$ cat config.mk
export PLATFORM = sky130hd
export DESIGN_NAME = reset_status_and_aon_timers
export DESIGN_NICKNAME = d
export VERILOG_FILES = /design/src/sticky_flag.v /design/src/reset_status_and_aon_timers.v
export VERILOG_INCLUDE_DIRS = /design/src /design/src/src
export SDC_FILE = /design/constraint.sdc
export NUM_CORES = 1
export LEC_CHECK = 0
export ABC_AREA = 1
export ABC_CLOCK_PERIOD_IN_PS = 5880
export BUFFER_PORTS_ARGS = -buffer_cell sky130_fd_sc_hd__buf_2
export CAP_MARGIN = 10
export CORE_MARGIN = 5
export CORE_UTILIZATION = 55
export DETAILED_ROUTE_END_ITERATION = 16
export PLACE_DENSITY = 0.86
export SYNTH_ARGS = -nofsm -noshare
export SYNTH_HDL_FRONTEND = slang
export SYNTH_SLANG_ARGS = --single-unit
$ cat constraint.sdc
create_clock -name clock_in -period 5.88 [get_ports clock_in]
set_input_delay 0.294 -clock clock_in [delete_from_list [all_inputs] [get_ports clock_in]]
set_output_delay 0.294 -clock clock_in [all_outputs]
set_load 0.005 [all_outputs]
$ cat src/aon_block_defines.vh
`ifndef AON_BLOCK_DEFINES_VH
`define AON_BLOCK_DEFINES_VH

// ************************************************
// register byte offsets
// ************************************************
`define OFF_RESET_CONTROL   12'h570
`define OFF_RESET_CAUSE     12'h574
`define OFF_POWER_LOCKS     12'h594
`define OFF_AON_COUNT       12'h700
`define OFF_AON_ENABLE      12'h704
`define OFF_PT_VALUE        12'h708
`define OFF_PT_STATUS       12'h70C
`define OFF_PT_CONTROL      12'h710
`define OFF_PT_SETTING      12'h714
`define OFF_IRQ_STATUS      12'h718
`define OFF_IRQ_MASK        12'h71C

// ************************************************
// field positions
// ************************************************
`define BIT_BUS_ERROR       5
`define BIT_HALT_WRST       3
`define BIT_WDOG_WRST       1
`define BIT_SW_CAUSE        0
`define BIT_WAKE_LOCK       17
`define BIT_STROBE_LOCK     16
`define BIT_RUN             0
`define BIT_PT_STATUS       0
`define BIT_PT_RELOAD       1
`define BIT_PT_CLEAR        0
`define BIT_WARM_REQ        1
`define BIT_IRQ_ALARM       0
`define BIT_IRQ_CAUSE       1

// ************************************************
// reset values and constants
// ************************************************
`define RST_RUN             1'h1
`define RST_PT_STATUS       1'h1
`define RST_WORD            32'h00000000
`define COUNT_STEP          32'h00000001
`define WAKE_MASK_RST       32'h00000000
`define STROBE_DELAY_RST    8'h0F
`define IRQ_BITS            2

`endif

$ cat src/sticky_flag.v
// ************************************************
// sticky event flag, set wins over clear
// ************************************************
module sticky_flag
(
  // clock and reset
  input  wire clock_in,
  input  wire rst_in,
  // event and clear
  input  wire set_in,
  input  wire clear_in,
  // state
  output reg  flag_out
);

  // set has priority so a same-cycle event is never lost
  always @(posedge clock_in or posedge rst_in)
  begin
    if (rst_in)
      flag_out <= 1'b0;
    else if (set_in)
      flag_out <= 1'b1;
    else if (clear_in)
      flag_out <= 1'b0;
  end

endmodule

$ cat src/reset_status_and_aon_timers.v
// Register access over APB is this design's own decision.
`include "aon_block_defines.vh"

module reset_status_and_aon_timers
(
  // clock and reset
  input  wire        clock_in,
  input  wire        rst_in,
  input  wire        power_rst_in,
  // apb slave
  input  wire        psel_in,
  input  wire        penable_in,
  input  wire        pwrite_in,
  input  wire [11:0] paddr_in,
  input  wire [31:0] pwdata_in,
  output reg  [31:0] prdata_out,
  output reg         pready_out,
  output reg         pslverr_out,
  // reset cause events, asynchronous pins
  input  wire        bus_error_in,
  input  wire        halt_warm_reset_in,
  input  wire        watchdog_warm_reset_in,
  input  wire        warm_reset_done_in,
  // outputs to system control
  output reg         warm_reset_request_out,
  output reg         periodic_alarm_out,
  output reg         irq_out,
  output reg  [31:0] wake_mask_out,
  output reg  [7:0]  strobe_delay_out
);

  // ************************************************
  // input synchronisers
  // ************************************************
  reg  [3:0] sync_a;          // first stage, read only by sync_b
  reg  [3:0] sync_b;          // second stage
  reg  [3:0] sync_prev;       // for rising edge detect

  // two flops for each asynchronous event pin
  // a pin still high when warm reset lifts reads as a fresh rise;
  // the event sources are expected to drop their levels by then
  always @(posedge clock_in or posedge rst_in)
  begin
    if (rst_in)
    begin
      sync_a    <= 4'h0;
      sync_b    <= 4'h0;
      sync_prev <= 4'h0;
    end
    else
    begin
      sync_a    <= {warm_reset_done_in, watchdog_warm_reset_in,
                    halt_warm_reset_in, bus_error_in};
      sync_b    <= sync_a;
      sync_prev <= sync_b;
    end
  end

  wire [3:0] event_rise = sync_b & ~sync_prev;   // one-cycle events

  // ************************************************
  // apb decode
  // ************************************************
  wire bus_setup  = psel_in & ~penable_in;       // setup phase
  wire bus_access = psel_in & penable_in;         // access phase
  wire write_hit  = bus_access & pwrite_in & pready_out;
  wire known_addr = (paddr_in == `OFF_RESET_CONTROL) |
                    (paddr_in == `OFF_RESET_CAUSE)   |
                    (paddr_in == `OFF_POWER_LOCKS)   |
                    (paddr_in == `OFF_AON_COUNT)     |
                    (paddr_in == `OFF_AON_ENABLE)    |
                    (paddr_in == `OFF_PT_VALUE)      |
                    (paddr_in == `OFF_PT_STATUS)     |
                    (paddr_in == `OFF_PT_CONTROL)    |
                    (paddr_in == `OFF_PT_SETTING)    |
                    (paddr_in == `OFF_IRQ_STATUS)    |
                    (paddr_in == `OFF_IRQ_MASK);

  // per-register write strobes
  wire wr_ctrl   = write_hit & (paddr_in == `OFF_RESET_CONTROL);
  wire wr_cause  = write_hit & (paddr_in == `OFF_RESET_CAUSE);
  wire wr_locks  = write_hit & (paddr_in == `OFF_POWER_LOCKS);
  wire wr_enable = write_hit & (paddr_in == `OFF_AON_ENABLE);
  wire wr_ptctl  = write_hit & (paddr_in == `OFF_PT_CONTROL);
  wire wr_set    = write_hit & (paddr_in == `OFF_PT_SETTING);
  wire wr_irqst  = write_hit & (paddr_in == `OFF_IRQ_STATUS);
  wire wr_mask   = write_hit & (paddr_in == `OFF_IRQ_MASK);

  // ************************************************
  // reset cause flags
  // ************************************************
  // the flags sit in the power domain: a warm reset must not
  // wipe the record of what caused it, so of the two resets
  // only power_rst_in clears them; a write of ones also clears them
  wire bus_error_flag;        // bit 5
  wire halt_flag;             // bit 3
  wire watchdog_flag;         // bit 1
  wire software_flag;         // bit 0

  // sw flag: warm reset completing while a request was pending
  wire sw_reset_event = event_rise[3] & warm_reset_request_out;

  // error response seen on the processor bus
  sticky_flag u_bus_error
  (
    .clock_in (clock_in),
    .rst_in   (power_rst_in),
    .set_in   (event_rise[0]),
    .clear_in (wr_cause & pwdata_in[`BIT_BUS_ERROR]),
    .flag_out (bus_error_flag)
  );

  // enabled halt interrupt caused the warm reset
  sticky_flag u_halt
  (
    .clock_in (clock_in),
    .rst_in   (power_rst_in),
    .set_in   (event_rise[1]),
    .clear_in (wr_cause & pwdata_in[`BIT_HALT_WRST]),
    .flag_out (halt_flag)
  );

  // peripheral watchdog caused the warm reset
  sticky_flag u_watchdog
  (
    .clock_in (clock_in),
    .rst_in   (power_rst_in),
    .set_in   (event_rise[2]),
    .clear_in (wr_cause & pwdata_in[`BIT_WDOG_WRST]),
    .flag_out (watchdog_flag)
  );

  // software request caused the warm reset
  sticky_flag u_software
  (
    .clock_in (clock_in),
    .rst_in   (power_rst_in),
    .set_in   (sw_reset_event),
    .clear_in (wr_cause & pwdata_in[`BIT_SW_CAUSE]),
    .flag_out (software_flag)
  );

  // reserved bits tie low, all flags reset to zero
  wire [31:0] cause_word = {26'h0000000, bus_error_flag, 1'b0,
                            halt_flag, 1'b0, watchdog_flag,
                            software_flag};

  // ************************************************
  // warm reset request
  // ************************************************
  // held until the reset logic reports the reset took place
  // a write of zero never drops it: software cannot cancel a
  // warm reset once it has been asked for
  always @(posedge clock_in or posedge rst_in)
  begin
    if (rst_in)
      warm_reset_request_out <= 1'b0;
    else if (wr_ctrl & pwdata_in[`BIT_WARM_REQ])
      warm_reset_request_out <= 1'b1;
    else if (event_rise[3])
      warm_reset_request_out <= 1'b0;
  end

  // ************************************************
  // power setting locks, power-domain reset only
  // ************************************************
  reg wake_lock;              // bit 17
  reg strobe_lock;            // bit 16

  // set-only; warm reset does not touch them
  always @(posedge clock_in or posedge power_rst_in)
  begin
    if (power_rst_in)
    begin
      wake_lock        <= 1'b0;
      strobe_lock      <= 1'b0;
      wake_mask_out    <= `WAKE_MASK_RST;
      strobe_delay_out <= `STROBE_DELAY_RST;
    end
    else
    begin
      if (wr_locks & pwdata_in[`BIT_WAKE_LOCK])
        wake_lock <= 1'b1;
      if (wr_locks & pwdata_in[`BIT_STROBE_LOCK])
        strobe_lock <= 1'b1;
      // wake mask written through the lock register's data port only
      // while unlocked, by writes with lock bits clear; strobe delay
      // written through the irq mask register's bits 15:8 while unlocked
      if (wr_locks & ~wake_lock & ~pwdata_in[`BIT_WAKE_LOCK] &
          ~pwdata_in[`BIT_STROBE_LOCK])
        wake_mask_out <= pwdata_in;
      if (wr_mask & ~strobe_lock)
        strobe_delay_out <= pwdata_in[15:8];
    end
  end

  // ************************************************
  // always-on counter, power-domain state
  // ************************************************
  reg [31:0] aon_count;       // free-running value
  reg        aon_run;         // enable bit

  // kept across warm reset: only the power reset clears it
  always @(posedge clock_in or posedge power_rst_in)
  begin
    if (power_rst_in)
    begin
      aon_count <= `RST_WORD;
      aon_run   <= `RST_RUN;
    end
    else
    begin
      if (wr_enable)
        aon_run <= pwdata_in[`BIT_RUN];
      if (aon_run)
        aon_count <= aon_count + `COUNT_STEP;
    end
  end

  // ************************************************
  // periodic down-counter
  // ************************************************
  reg [31:0] pt_value;        // current count
  reg [31:0] pt_setting;      // time-out setting
  reg        pt_status;       // alarm status

  wire pt_reload = wr_ptctl & pwdata_in[`BIT_PT_RELOAD];
  wire pt_clear  = wr_ptctl & pwdata_in[`BIT_PT_CLEAR];
  wire pt_active = (pt_setting != `RST_WORD);
  wire pt_wrap   = pt_active & (pt_value == `RST_WORD);

  // count down, alarm at zero, reload; a same-cycle wrap beats a
  // clear write only while the status is already clear
  // the alarm level follows the status bit but stays low after a
  // power reset, since no wrap has happened yet
  always @(posedge clock_in or posedge power_rst_in)
  begin
    if (power_rst_in)
    begin
      pt_value           <= `RST_WORD;
      pt_setting         <= `RST_WORD;
      pt_status          <= `RST_PT_STATUS;
      periodic_alarm_out <= 1'b0;
    end
    else
    begin
      if (wr_set)
        pt_setting <= pwdata_in;
      if (pt_reload)
        pt_value <= pt_setting;
      else if (pt_wrap)
        pt_value <= pt_setting;
      else if (pt_active)
        pt_value <= pt_value - `COUNT_STEP;
      // alarm only fires while status is clear
      if (pt_wrap & ~pt_status)
      begin
        pt_status          <= 1'b1;
        periodic_alarm_out <= 1'b1;
      end
      else if (pt_clear)
      begin
        pt_status          <= 1'b0;
        periodic_alarm_out <= 1'b0;
      end
    end
  end

  // ************************************************
  // interrupt status and mask
  // ************************************************
  reg [1:0] irq_status;       // 0 alarm, 1 any reset cause
  reg [1:0] irq_mask;         // 1 enables the source

  wire [1:0] irq_set = {event_rise[0] | event_rise[1] | event_rise[2] |
                        sw_reset_event, pt_wrap & ~pt_status};

  // write one clears, a new event wins
  // irq_out is registered, so it trails the status by one clock
  always @(posedge clock_in or posedge rst_in)
  begin
    if (rst_in)
    begin
      irq_status <= 2'h0;
      irq_mask   <= 2'h0;
      irq_out    <= 1'b0;
    end
    else
    begin
      irq_status <= irq_set |
                    (irq_status & ~({2{wr_irqst}} & pwdata_in[1:0]));
      if (wr_mask)
        irq_mask <= pwdata_in[1:0];
      irq_out <= |(irq_status & irq_mask);
    end
  end

  // ************************************************
  // apb read and response
  // ************************************************
  reg [31:0] next_rdata;      // read mux

  // read mux; reserved bits read zero
  always @*
  begin
    next_rdata = `RST_WORD;
    case (paddr_in)
      `OFF_RESET_CONTROL: next_rdata = {30'h0,
                                        warm_reset_request_out, 1'b0};
      `OFF_RESET_CAUSE:   next_rdata = cause_word;
      `OFF_POWER_LOCKS:   next_rdata = {14'h0, wake_lock, strobe_lock,
                                        16'h0};
      `OFF_AON_COUNT:     next_rdata = aon_count;
      `OFF_AON_ENABLE:    next_rdata = {31'h0, aon_run};
      `OFF_PT_VALUE:      next_rdata = pt_value;
      `OFF_PT_STATUS:     next_rdata = {31'h0, pt_status};
      `OFF_PT_CONTROL:    next_rdata = `RST_WORD;
      `OFF_PT_SETTING:    next_rdata = pt_setting;
      `OFF_IRQ_STATUS:    next_rdata = {30'h0, irq_status};
      `OFF_IRQ_MASK:      next_rdata = {30'h0, irq_mask};
      default:            next_rdata = `RST_WORD;
    endcase
  end

  // no wait states: ready in the first access cycle after setup
  // read data is registered at setup so the mux never reaches the
  // pin; the cost is that a read shows the value one edge old
  always @(posedge clock_in or posedge rst_in)
  begin
    if (rst_in)
    begin
      pready_out  <= 1'b0;
      prdata_out  <= `RST_WORD;
      pslverr_out <= 1'b0;
    end
    else if (bus_setup)
    begin
      pready_out  <= 1'b1;
      prdata_out  <= pwrite_in ? `RST_WORD : next_rdata;
      pslverr_out <= ~known_addr;
    end
    else
    begin
      pready_out  <= 1'b0;
      pslverr_out <= 1'b0;
    end
  end

endmodule

==> run_results.csv, run 1 <==
group,metric,value,unit
run_status,outcome,"finished, final reports clean",
yosys,yosys.cell_types.count,38,
drt,vias_per_cell,5.46,
grt,grtUsageTotal,0.265,
yosys,postSynthRegisterBits,197,
min_path,hp-class,"input port to async pin",
sta,number_of_endpoints_with_negative_hold_slack_in_the_final_report,0,
job,cap_viol_max_count,0,
critical_path,path_class,"flop to flop",
critical_path,cp-startpoint,"pready_out",
place,detailedPlace.worstSlack,3.07,ns
place,io_buffer_count,130,
die,die_height,147,um
final_layout,num-fill-cells,1628,
critical_path,worst-r2r-setup-slack,3.07,ns
place,routability_congestion_estimate_from_global_placement,1.08,
critical_path,crit_slowest_cell,"inv_1",
yosys,ys_seq_area_frac,0.476,
critical_path,cp_cell_sequence,"nand4_1, inv_1, nand2_1, nor2_2, nor2_1, buf_4, inv_1, nand3_1, nand2_1",
sta,grt_setup_unrepaired,"no",
sta,fin_crit,2.81,ns
sta,max_freq,355,MHz
sta,timing.final.crit_share,0.479,
yosys,yosys-top-cells-count,"nand2_1 (506), dfrtp_1 (191), inv_1 (165), nor2_1 (124), nand3_1 (122)",
drt,drtPass1Iterations,5,
die,placement_rows,50,
critical_path,arr_time_crit_path,3.20,ns
cts,clk-insertion-delay-late,0.44,ns
yosys,synth-edff-count,0,
drt,routed-via-count,9689,
critical_path,worst_r2r_endpoint,"pt_value[5]",
grt,grt_antenna_before_repair,0,
yosys,synth_area_leader_cell,"dfrtp_1",
critical_path,worst_setup_path_endpoint,"pt_value[5]",
die,initial_utilization,0.556,
final_layout,final_net_count,1584,
critical_path,crit_path_start_kind,"flop",
sta,tightest_slew,1.12,ns
cts,clk_pin_slew_worst_paths,0.08,ns
final_layout,area_delta_synth_final,14.1,%
yosys,leading_cell_types_by_total_area_after_synthesis,"dfrtp_1 (46%), nand2_1 (18%), inv_1 (6.0%)",
yosys,synth.most_common_cell,"nand2_1",
sta,fin_skew,0.00884,ns
critical_path,worst-path-max-fanout,33,
grt,grt_pass1_vias,9183,
drt,detailedRoute.firstIterationViolations,1054,
drt,final_antenna_net_count,0,
yosys,synth_top_cell_area_share,0.461,
cts,clock_tree.root_cell,"clkbuf_16",
sta,finalSetupViolations,0,
drt,final_wirelength,28300,um
drt,drc_violations_left,0,
yosys,synth.avg_cell_area,7.38,sq um
critical_path,cp.buffers_inverters,3,
sta,max-slew-margin-rel,0.255,
critical_path,path_delay_family,"buffers and inverters",
power_and_ir_drop,leakage,0.00626,uW
critical_path,rr_startpoint,"pready_out",
grt,grt_overflow,0,
yosys,syn-num-nets,1462,
cts,clock-sinks,197,
yosys,synth_cells,1405,
cts,clock_tree_from_tritoncts,"yes",
critical_path,critical_path.endpoint_type,"flop",
place,dpl.hpwl,21100,um
sta,post_route_setup_tns,0,ns
critical_path,slowest_delay,0.85,ns
die,die-area,21700,sq um
yosys,synth_ff_type,"dfrtp_1",
critical_path,worstPathRequired,6.26,ns
yosys,synth_warnings,0,
final_layout,layout-drive-gt1-share,0.132,
drt,route.detailed.wl_per_inst,16.0,um
die,num_io_pins,131,
yosys,synth_area,10400,sq um
critical_path,reg2regPathDepth,9,
cts,clock_tree.buffer_depth,2,
die,core_area,18600,sq um
die,die-width,147,um
grt,grt_max_degree,90,
power_and_ir_drop,vdd_ir_drop_max,298,uV
sta,final_critical_path_setup_slack,3.07,ns
final_layout,n_antenna_cell,0,
power_and_ir_drop,power.density_cell_area,326,nW/um^2
cts,cts-buffers-inserted,17,
critical_path,worstSetupPathDepth,9,
sta,slew_violations,0,
yosys,asyncSetResetFlopFracSynth,1.00,
cts,cts_htree_levels,4,
grt,grt_first_pass_wirelength,46300,um
-- layer usage --
layer | up-vias | global-route usage | part of all wire
met5 | - | 0 | 0
met4 | 0 | 0.0834 | 0.027
met3 | 68 | 0.0552 | 0.098
met2 | 471 | 0.404 | 0.44
met1 | 4485 | 0.383 | 0.44
li1 | 4665 | - | -
-- metrics by stage --
stage          utilization  hold WS [ns]  total power (uW)  area (sq um)  std cells
2_1_floorplan            -         0.325              2410         10400       1405
3_3_place_gp         0.600         0.333              2680         11200       1736
3_5_place_dp         0.600         0.335              2700         11200       1736
4_1_cts              0.633        0.0512              3830         11800       1772
5_1_grt              0.635        0.0713              4090         11800       1774
6_report             0.635       0.00245              3850         11800       1774
-- state kept, by name, indices dropped and copies added, names as in the netlist, 2 cells and up --
signal / cells
irq_mask: 2
sync_a: 4
strobe_delay_out: 8
sync_b: 4
prdata_out: 32
sync_prev: 4
irq_status: 2
wake_mask_out: 32
pt_value: 32
pt_setting: 32
aon_count: 32
-- layout by cell type, fill, tap and decap left out, types with 2 or more instances in the layout --
master and count:
o21ai_0 72, ha_1 3, clkinv_1 3, clkinv_4 3
o21ai_1 14, o211ai_1 25, nor3_2 4, nand4_1 32
inv_2 6, nand3b_1 10, xnor2_1 11, buf_2 130
clkinv_8 2, inv_1 163, and3_1 2, xor2_1 33
nand4_2 2, buf_4 8, nand3_1 122, dfstp_2 6
dlygate4sd3_1 5, clkbuf_16 17, a21oi_1 2, nor4_1 2
nand2_1 505, nor2_2 7, dfrtp_1 191, nand2_2 2
nor3_1 12, nor2_4 2, inv_8 4, inv_6 4
nor2_1 124
-- where the power goes --
| group | switching, uW | leakage [uW] | total, uW | internal, uW |
|---|---|---|---|---|
| logic | 780 | 0.00335 | 1190 | 410 |
| registers | 99.1 | 0.00263 | 1530 | 1430 |
| clock network | 571 | 0.000279 | 1140 | 565 |
-- cell families (layout without fill, tap and decap cells) --
kind of cell | count (synthesis) | count (layout) | synth area share
buf+inv | 214 | 349 | 0.0811
fa+ha+maj | 3 | 3 | 0.00362
flops | 197 | 197 | 0.476
mux | 1 | 1 | 0.00109
xor+xnor | 44 | 44 | 0.0372
simple gates | 830 | 830 | 0.338
compound gates | 116 | 116 | 0.0627
-- worst reg2reg max path: stages (launching register included) --
cell and delay (ns):
dfrtp_1 0.36, nand4_1 0.25, inv_1 0.26, nand2_1 0.13, nor2_2 0.23, nor2_1 0.07
buf_4 0.26, inv_1 0.86, nand3_1 0.23, nand2_1 0.11
-- cell type report --
cell class	count	area (sq um)	share of cell area
Multi-Input combinational cell	994	4590	0.388
Timing Repair Buffer	144	781	0.0660
Sequential cell	197	4940	0.417
Clock buffer	18	429	0.0363
Tap cell	234	293	0.0247
Clock inverter	14	143	0.0121
Inverter	173	654	0.0553
-- how the worst min path moves through the flow --
stage	from	to	slack, ns	cells past startpoint
5_1_grt	power_rst_in	wake_mask_out[28]	0.07	2
3_3_place_gp	sync_a[2]	sync_b[2]	0.33	0
4_1_cts	power_rst_in	wake_mask_out[28]	0.05	2
2_1_floorplan	bus_error_in	sync_a[0]	0.33	0
3_5_place_dp	sync_a[0]	sync_b[0]	0.33	0
6_report	power_rst_in	wake_mask_out[28]	0.002	2
-- repair_timing --
item | 4_1_cts | 5_1_grt
hold endpoints to repair | 4 | 18
setup buffers | 0 | 0
gates resized for setup | 0 | 0
setup endpoints to repair | 0 | 0
hold buffers | 4 | 1
Note: power is estimated with default switching activity, not from simulation.
==> run 2: changes to the inputs <==
--- a/config.mk
+++ b/config.mk
@@ -7,13 +7,13 @@
 export NUM_CORES = 1
 export LEC_CHECK = 0
 export ABC_AREA = 1
-export ABC_CLOCK_PERIOD_IN_PS = 5880
+export ABC_CLOCK_PERIOD_IN_PS = 2500
 export BUFFER_PORTS_ARGS = -buffer_cell sky130_fd_sc_hd__buf_2
 export CAP_MARGIN = 10
 export CORE_MARGIN = 5
-export CORE_UTILIZATION = 55
+export CORE_UTILIZATION = 53
 export DETAILED_ROUTE_END_ITERATION = 16
-export PLACE_DENSITY = 0.86
+export PLACE_DENSITY = 0.87
 export SYNTH_ARGS = -nofsm -noshare
 export SYNTH_HDL_FRONTEND = slang
 export SYNTH_SLANG_ARGS = --single-unit
==> constraint.sdc (replaced) <==
create_clock -name clock_in -period 2.5 [get_ports clock_in]
set_input_delay 0.125 -clock clock_in [delete_from_list [all_inputs] [get_ports clock_in]]
set_output_delay 0.125 -clock clock_in [all_outputs]
set_load 0.005 [all_outputs]
==> run 2 against run 1 <==
Combinational power rose to 2.6 times the previous value. Power up 140%. Sequential share of layout area down 1.7 points. Via count up 3.5%. Critical path type unchanged. Critical endpoint unchanged.
==> run_results.csv, run 2 (synthesis gave the netlist of run 1 again) <==
group,metric,value,unit
sta,tightest_slew,0.693,ns
min_path,min_path_cells,3,
power_and_ir_drop,power.density_cell_area,758,nW/um^2
min_path,hp-class,"input port to flop",
power_and_ir_drop,combinationalPowerShare,0.327,
drt,detailedRoute.firstIterationViolations,926,
power_and_ir_drop,pwr-share-clk,0.289,
cts,clk_pin_slew_worst_paths,0.07,ns
sta,post_route_setup_tns,0,ns
sta,max_freq,466,MHz
final_layout,num-fill-cells,1682,
power_and_ir_drop,share_seq_of_total_power,0.384,
sta,number_of_endpoints_with_negative_hold_slack_in_the_final_report,0,
sta,max-slew-margin-rel,0.535,
sta,finalSetupViolations,0,
sta,timing.final.crit_share,0.859,
critical_path,critical_path.endpoint_type,"flop",
drt,route.detailed.wl_per_inst,16.5,um
critical_path,arr_time_crit_path,2.48,ns
die,placement_rows,51,
critical_path,reg2regPathDepth,10,
place,dpl.hpwl,22300,um
grt,grtUsageTotal,0.281,
drt,final_antenna_net_count,0,
cts,clock-sinks,197,
power_and_ir_drop,vdd_ir_drop_max,580,uV
sta,grt_setup_unrepaired,"no",
critical_path,crit_path_start_kind,"flop",
critical_path,path_delay_family,"simple AND/OR/NAND/NOR gates",
final_layout,instances_no_fill,1852,
power_and_ir_drop,power_switching,3510,uW
sta,fin_skew,0.00975,ns
final_layout,n_antenna_cell,0,
critical_path,cp_cell_sequence,"nand4_1, inv_1, nand2_1, nor2_2, inv_2, nand2_1, buf_12, nand2_1, nand3_1, nand2_1",
die,num_io_pins,131,
place,io_buffer_count,130,
place,instance_count_after_placement_with_tap_cells_included,1786,
final_layout,layout-drive-gt1-share,0.140,
run_status,outcome,"finished, final reports clean",
cts,clock_tree_from_tritoncts,"yes",
drt,drc_violations_left,0,
grt,global_route.usage.met2,0.444,
die,die-width,150,um
drt,routed-via-count,10000,
min_path,hold-path-endpoint,"wake_mask_out[5]",
power_and_ir_drop,switching_share,0.376,
critical_path,path_class,"flop to flop",
grt,top_usage_layer,"met2",
die,core_area,19300,sq um
grt,grt_overflow,0,
power_and_ir_drop,design_power_total,9340,uW
critical_path,worst-r2r-setup-slack,0.35,ns
grt,grtUsageMet3,0.0457,
cts,cts-buffers-inserted,17,
die,initial_utilization,0.536,
critical_path,cp.buffers_inverters,3,
drt,final_wirelength,30500,um
grt,grt_pass1_vias,9672,
cts,clk-insertion-delay-late,0.44,ns
place,routability_congestion_estimate_from_global_placement,1.00,
critical_path,worst_r2r_endpoint,"pt_value[5]",
grt,grt_antenna_before_repair,0,
grt,grt_max_degree,114,
critical_path,crit_slowest_cell,"dfrtp_1",
final_layout,area_delta_synth_final,18.8,%
die,die_height,150,um
power_and_ir_drop,intPower,5820,uW
grt,grt_first_pass_wirelength,49700,um
final_layout,final_standard_cell_utilization_of_the_core,0.637,
critical_path,slowest_delay,0.36,ns
cts,postCtsSetupBuffers,0,
die,die-area,22500,sq um
cts,cts_htree_levels,4,
grt,globalRouteMet1Util,0.395,
final_layout,final_net_count,1631,
sta,finalHoldWorstSlack,0.0119,ns
final_layout,layout.cells.most_common,"nand2_1",
sta,slew_violations,0,
sta,fin_crit,2.15,ns
final_layout,most-common-layout-cells,"nand2_1 (505), dfrtp_1 (191), inv_1 (163), buf_2 (130), nor2_1 (124)",
critical_path,worstPathRequired,2.83,ns
min_path,hold_start,"pwdata_in[5]",
cts,clock_tree.root_cell,"clkbuf_16",
drt,drtPass1Iterations,6,
critical_path,crit_top_cell,"nand2_1",
drt,vias_per_cell,5.42,
cts,clock_tree.buffer_depth,2,
power_and_ir_drop,leakage,0.00648,uW
job,cap_viol_max_count,0,
critical_path,rr_startpoint,"pready_out",
critical_path,worst-path-max-fanout,20,
run 2: cell types whose count changed in the layout (fill, tap and decap cells not counted), sizes merged:
cell / delta
buf: +18
clkinv: -2
dlygate4sd3: +29
inv: +2
run 2: area by class of cell:
cell class | instances | area (sq um) | area share
sequential | 197 | 4940 | 0.401
multi-input combinational | 994 | 4590 | 0.373
timing repair buffer | 191 | 1230 | 0.0999
inverter | 173 | 653 | 0.0530
clock buffer | 18 | 439 | 0.0356
tap | 265 | 332 | 0.0269
clock inverter | 14 | 133 | 0.0108
run 2: worst max path at each step:
stage / to / start / cells after the start
after floorplan: aon_count[0] / power_rst_in / 1
after global placement: pt_value[16] / pready_out / 10
after detailed placement: pt_value[5] / pready_out / 10
after CTS: pt_value[4] / pready_out / 10
after global routing: pt_value[5] / pready_out / 10
final: pt_value[5] / pready_out / 10
run 2: timing repair:
item                      4_1_cts  5_1_grt
hold endpoints to repair      229        0
gates resized for setup         0        0
hold buffers                   34        0
run 2: power groups by stage:
stage	registers, uW	logic (uW)	clock network, uW
global placement	3620	2960	0
finish	3580	3060	2700
global route	3610	3410	2860
detailed placement	3630	2940	0
CTS	3570	3010	2730
floorplan	3570	2110	0
run 2: layer usage:
metal | up-vias | part of all wire
met4 | 0 | 0.027
met2 | 481 | 0.47
met1 | 4718 | 0.43
met3 | 67 | 0.081
met5 | - | 0
li1 | 4763 | -
run 2: stage by stage:
step,worst slack [ns],instance area [sq um]
after CTS,0.385,12300
final,0.353,12300
after global routing,0.232,12300
after detailed placement,0.420,11400
after floorplan,0.561,10400
after global placement,0.414,11400
run 2: worst register-to-register path, cell delays in order, from the launching register on:
cell	delay [ns]
dfrtp_1	0.36
nand4_1	0.24
inv_1	0.25
nand2_1	0.12
nor2_2	0.24
inv_2	0.24
nand2_1	0.24
buf_12	0.17
nand2_1	0.07
nand3_1	0.07
nand2_1	0.06
==> run 3: changes to the inputs <==
--- a/config.mk
+++ b/config.mk
@@ -11,9 +11,9 @@
 export BUFFER_PORTS_ARGS = -buffer_cell sky130_fd_sc_hd__buf_2
 export CAP_MARGIN = 10
 export CORE_MARGIN = 5
-export CORE_UTILIZATION = 53
+export CORE_UTILIZATION = 51
 export DETAILED_ROUTE_END_ITERATION = 16
-export PLACE_DENSITY = 0.87
+export PLACE_DENSITY = 0.74
 export SYNTH_ARGS = -nofsm -noshare
 export SYNTH_HDL_FRONTEND = slang
 export SYNTH_SLANG_ARGS = --single-unit
==> run 3 against run 2 <==
Sequential cell count unchanged. Critical path type unchanged. Sequential power hardly changed. Cell area rose by 0.19%. Largest cell class unchanged. Via count down 2.9%. Register-to-register slack got worse by 0.23 ns. Maximum frequency fell by 9.8%. Sequential share of layout area is 0.077 points lower. Setup slack got worse by 0.23 ns. Critical path depth shrank 1.
==> run_results.csv, run 3 (synthesis gave the netlist of run 1 again) <==
group,metric,value,unit
run_status,outcome,"finished, final reports clean",
critical_path,path_class,"flop to flop",
sta,post_route_setup_tns,0,ns
final_layout,num-fill-cells,1786,
cts,clock-sinks,197,
die,initial_utilization,0.516,
job,cap_viol_max_count,0,
critical_path,arr_time_crit_path,2.72,ns
power_and_ir_drop,power.density_cell_area,754,nW/um^2
final_layout,area_delta_synth_final,19.0,%
cts,clk-insertion-delay-late,0.45,ns
sta,max_freq,420,MHz
die,num_io_pins,131,
grt,grt_max_degree,65,
sta,finalSetupViolations,0,
cts,clock_tree.root_cell,"clkbuf_16",
final_layout,final_standard_cell_utilization_of_the_core,0.614,
sta,fin_crit,2.38,ns
drt,final_wirelength,29400,um
place,routability_congestion_estimate_from_global_placement,1.06,
sta,max-slew-margin-rel,0.552,
final_layout,layout.cells.most_common,"nand2_1",
die,placement_rows,52,
min_path,hp-class,"input port to flop",
drt,drtPass1Iterations,6,
drt,route.detailed.wl_per_inst,15.8,um
sta,tightest_slew,0.668,ns
drt,routed-via-count,9738,
power_and_ir_drop,vdd_ir_drop_max,617,uV
critical_path,worstPathRequired,2.84,ns
final_layout,final_net_count,1635,
place,detailedPlace.worstSlack,0.268,ns
place,io_buffer_count,130,
critical_path,rr_startpoint,"pready_out",
cts,clock_tree_from_tritoncts,"yes",
grt,grtUsageTotal,0.259,
min_path,min_path_cells,3,
drt,detailedRoute.firstIterationViolations,1003,
grt,grt_first_pass_wirelength,49500,um
drt,final_antenna_net_count,0,
place,dpl-instance-area,11400,sq um
sta,grt_setup_unrepaired,"no",
final_layout,layout.cell_area.non_filler,12300,sq um
die,die_height,153,um
cts,cts_htree_levels,4,
cts,clock_tree.buffer_depth,2,
drt,drc_violations_left,0,
die,die-width,153,um
sta,final_critical_path_setup_slack,0.118,ns
final_layout,n_antenna_cell,0,
cts,postCtsSetupBuffers,0,
critical_path,worst_r2r_endpoint,"pt_value[5]",
critical_path,worst-path-max-fanout,20,
final_layout,most-common-layout-cells,"nand2_1 (505), dfrtp_1 (191), inv_1 (163), buf_2 (130), nor2_1 (124)",
die,core_area,20100,sq um
grt,grt_antenna_before_repair,0,
min_path,hold_start,"pwdata_in[30]",
critical_path,critical_path.endpoint_type,"flop",
place,dpl.hpwl,21700,um
cts,cts-buffers-inserted,17,
sta,timing.final.crit_share,0.953,
drt,vias_per_cell,5.23,
power_and_ir_drop,design_power_total,9300,uW
critical_path,crit_path_start_kind,"flop",
power_and_ir_drop,leakage,0.00648,uW
grt,grt_pass1_vias,9532,
final_layout,layout-drive-gt1-share,0.140,
critical_path,worst-r2r-setup-slack,0.12,ns
grt,grt_overflow,0,
min_path,hold-path-endpoint,"pt_setting[30]",
sta,number_of_endpoints_with_negative_hold_slack_in_the_final_report,0,
sta,slew_violations,0,
cts,clk_pin_slew_worst_paths,0.07,ns
sta,fin_skew,0.00988,ns
critical_path,reg2regPathDepth,9,
die,die-area,23300,sq um
==> run 3: changes by cell type in the layout (fill, tap and decap cells not counted), sizes merged <==
cell,delta
inv,-3
dlygate4sd3,+2
clkinvlp,+2
buf,+2
clkbuf,+1
==> run 3: timing repair <==
action,4_1_cts,5_1_grt
hold endpoints to repair,212,0
gates resized for setup,0,0
hold buffers,36,0
==> run 3: layer usage <==
| layer | track usage | vias to the layer above | routed length (um) |
|---|---|---|---|
| met1 | 0.374 | 4494 | 13100 |
| met2 | 0.398 | 412 | 13100 |
| met3 | 0.0500 | 56 | 2530 |
| li1 | - | 4776 | - |
| met4 | 0.0827 | 0 | 661 |
| met5 | 0 | - | 0 |
==> run 3: through the flow <==
step | hold WS, ns | instances
finish | 0.00539 | 1861
CTS | 0.00674 | 1861
floorplan | 0.156 | 1405
detailed placement | 0.0649 | 1793
global route | 0.0318 | 1861
global placement | 0.0626 | 1793
==> run 3: layout make-up <==
type                            instances  area, sq um  share of cell area
Clock inverter                         13          136              0.0110
Clock buffer                           19          443              0.0359
Tap cell                              270          338              0.0274
Multi-Input combinational cell        994         4590               0.372
Sequential cell                       197         4940               0.400
Timing Repair Buffer                  195         1240               0.101
Inverter                              173          653              0.0529
==> run 3: power breakdown <==
| group | internal [uW] | total [uW] | leakage, uW | switching (uW) |
|---|---|---|---|---|
| clock | 1360 | 2700 | 0.000278 | 1340 |
| combinational | 1110 | 3020 | 0.00357 | 1910 |
| sequential | 3350 | 3580 | 0.00263 | 229 |
| total | 5820 | 9300 | 0.00648 | 3490 |
==> run 3: worst max-delay path by stage <==
| stage | start | end | slack, ns | depth (start not counted) |
|---|---|---|---|---|
| 2_1_floorplan | power_rst_in | aon_count[0] | 0.56 | 1 |
| 3_3_place_gp | pready_out | pt_value[7] | 0.30 | 9 |
| 3_5_place_dp | pready_out | pt_value[10] | 0.27 | 9 |
| 4_1_cts | pready_out | pt_value[5] | 0.21 | 9 |
| 5_1_grt | pready_out | pt_value[2] | 0.02 | 9 |
| 6_report | pready_out | pt_value[5] | 0.12 | 9 |
==> run 3: worst max-delay path, stage by stage (launching register included) <==
cell	delay, ns
dfrtp_1	0.34
nand4_1	0.21
inv_1	0.27
nand2_1	0.13
nor2_2	0.25
inv_2	0.23
nand2_1	0.54
nand2_1	0.14
nand3_1	0.11
nand2_1	0.05
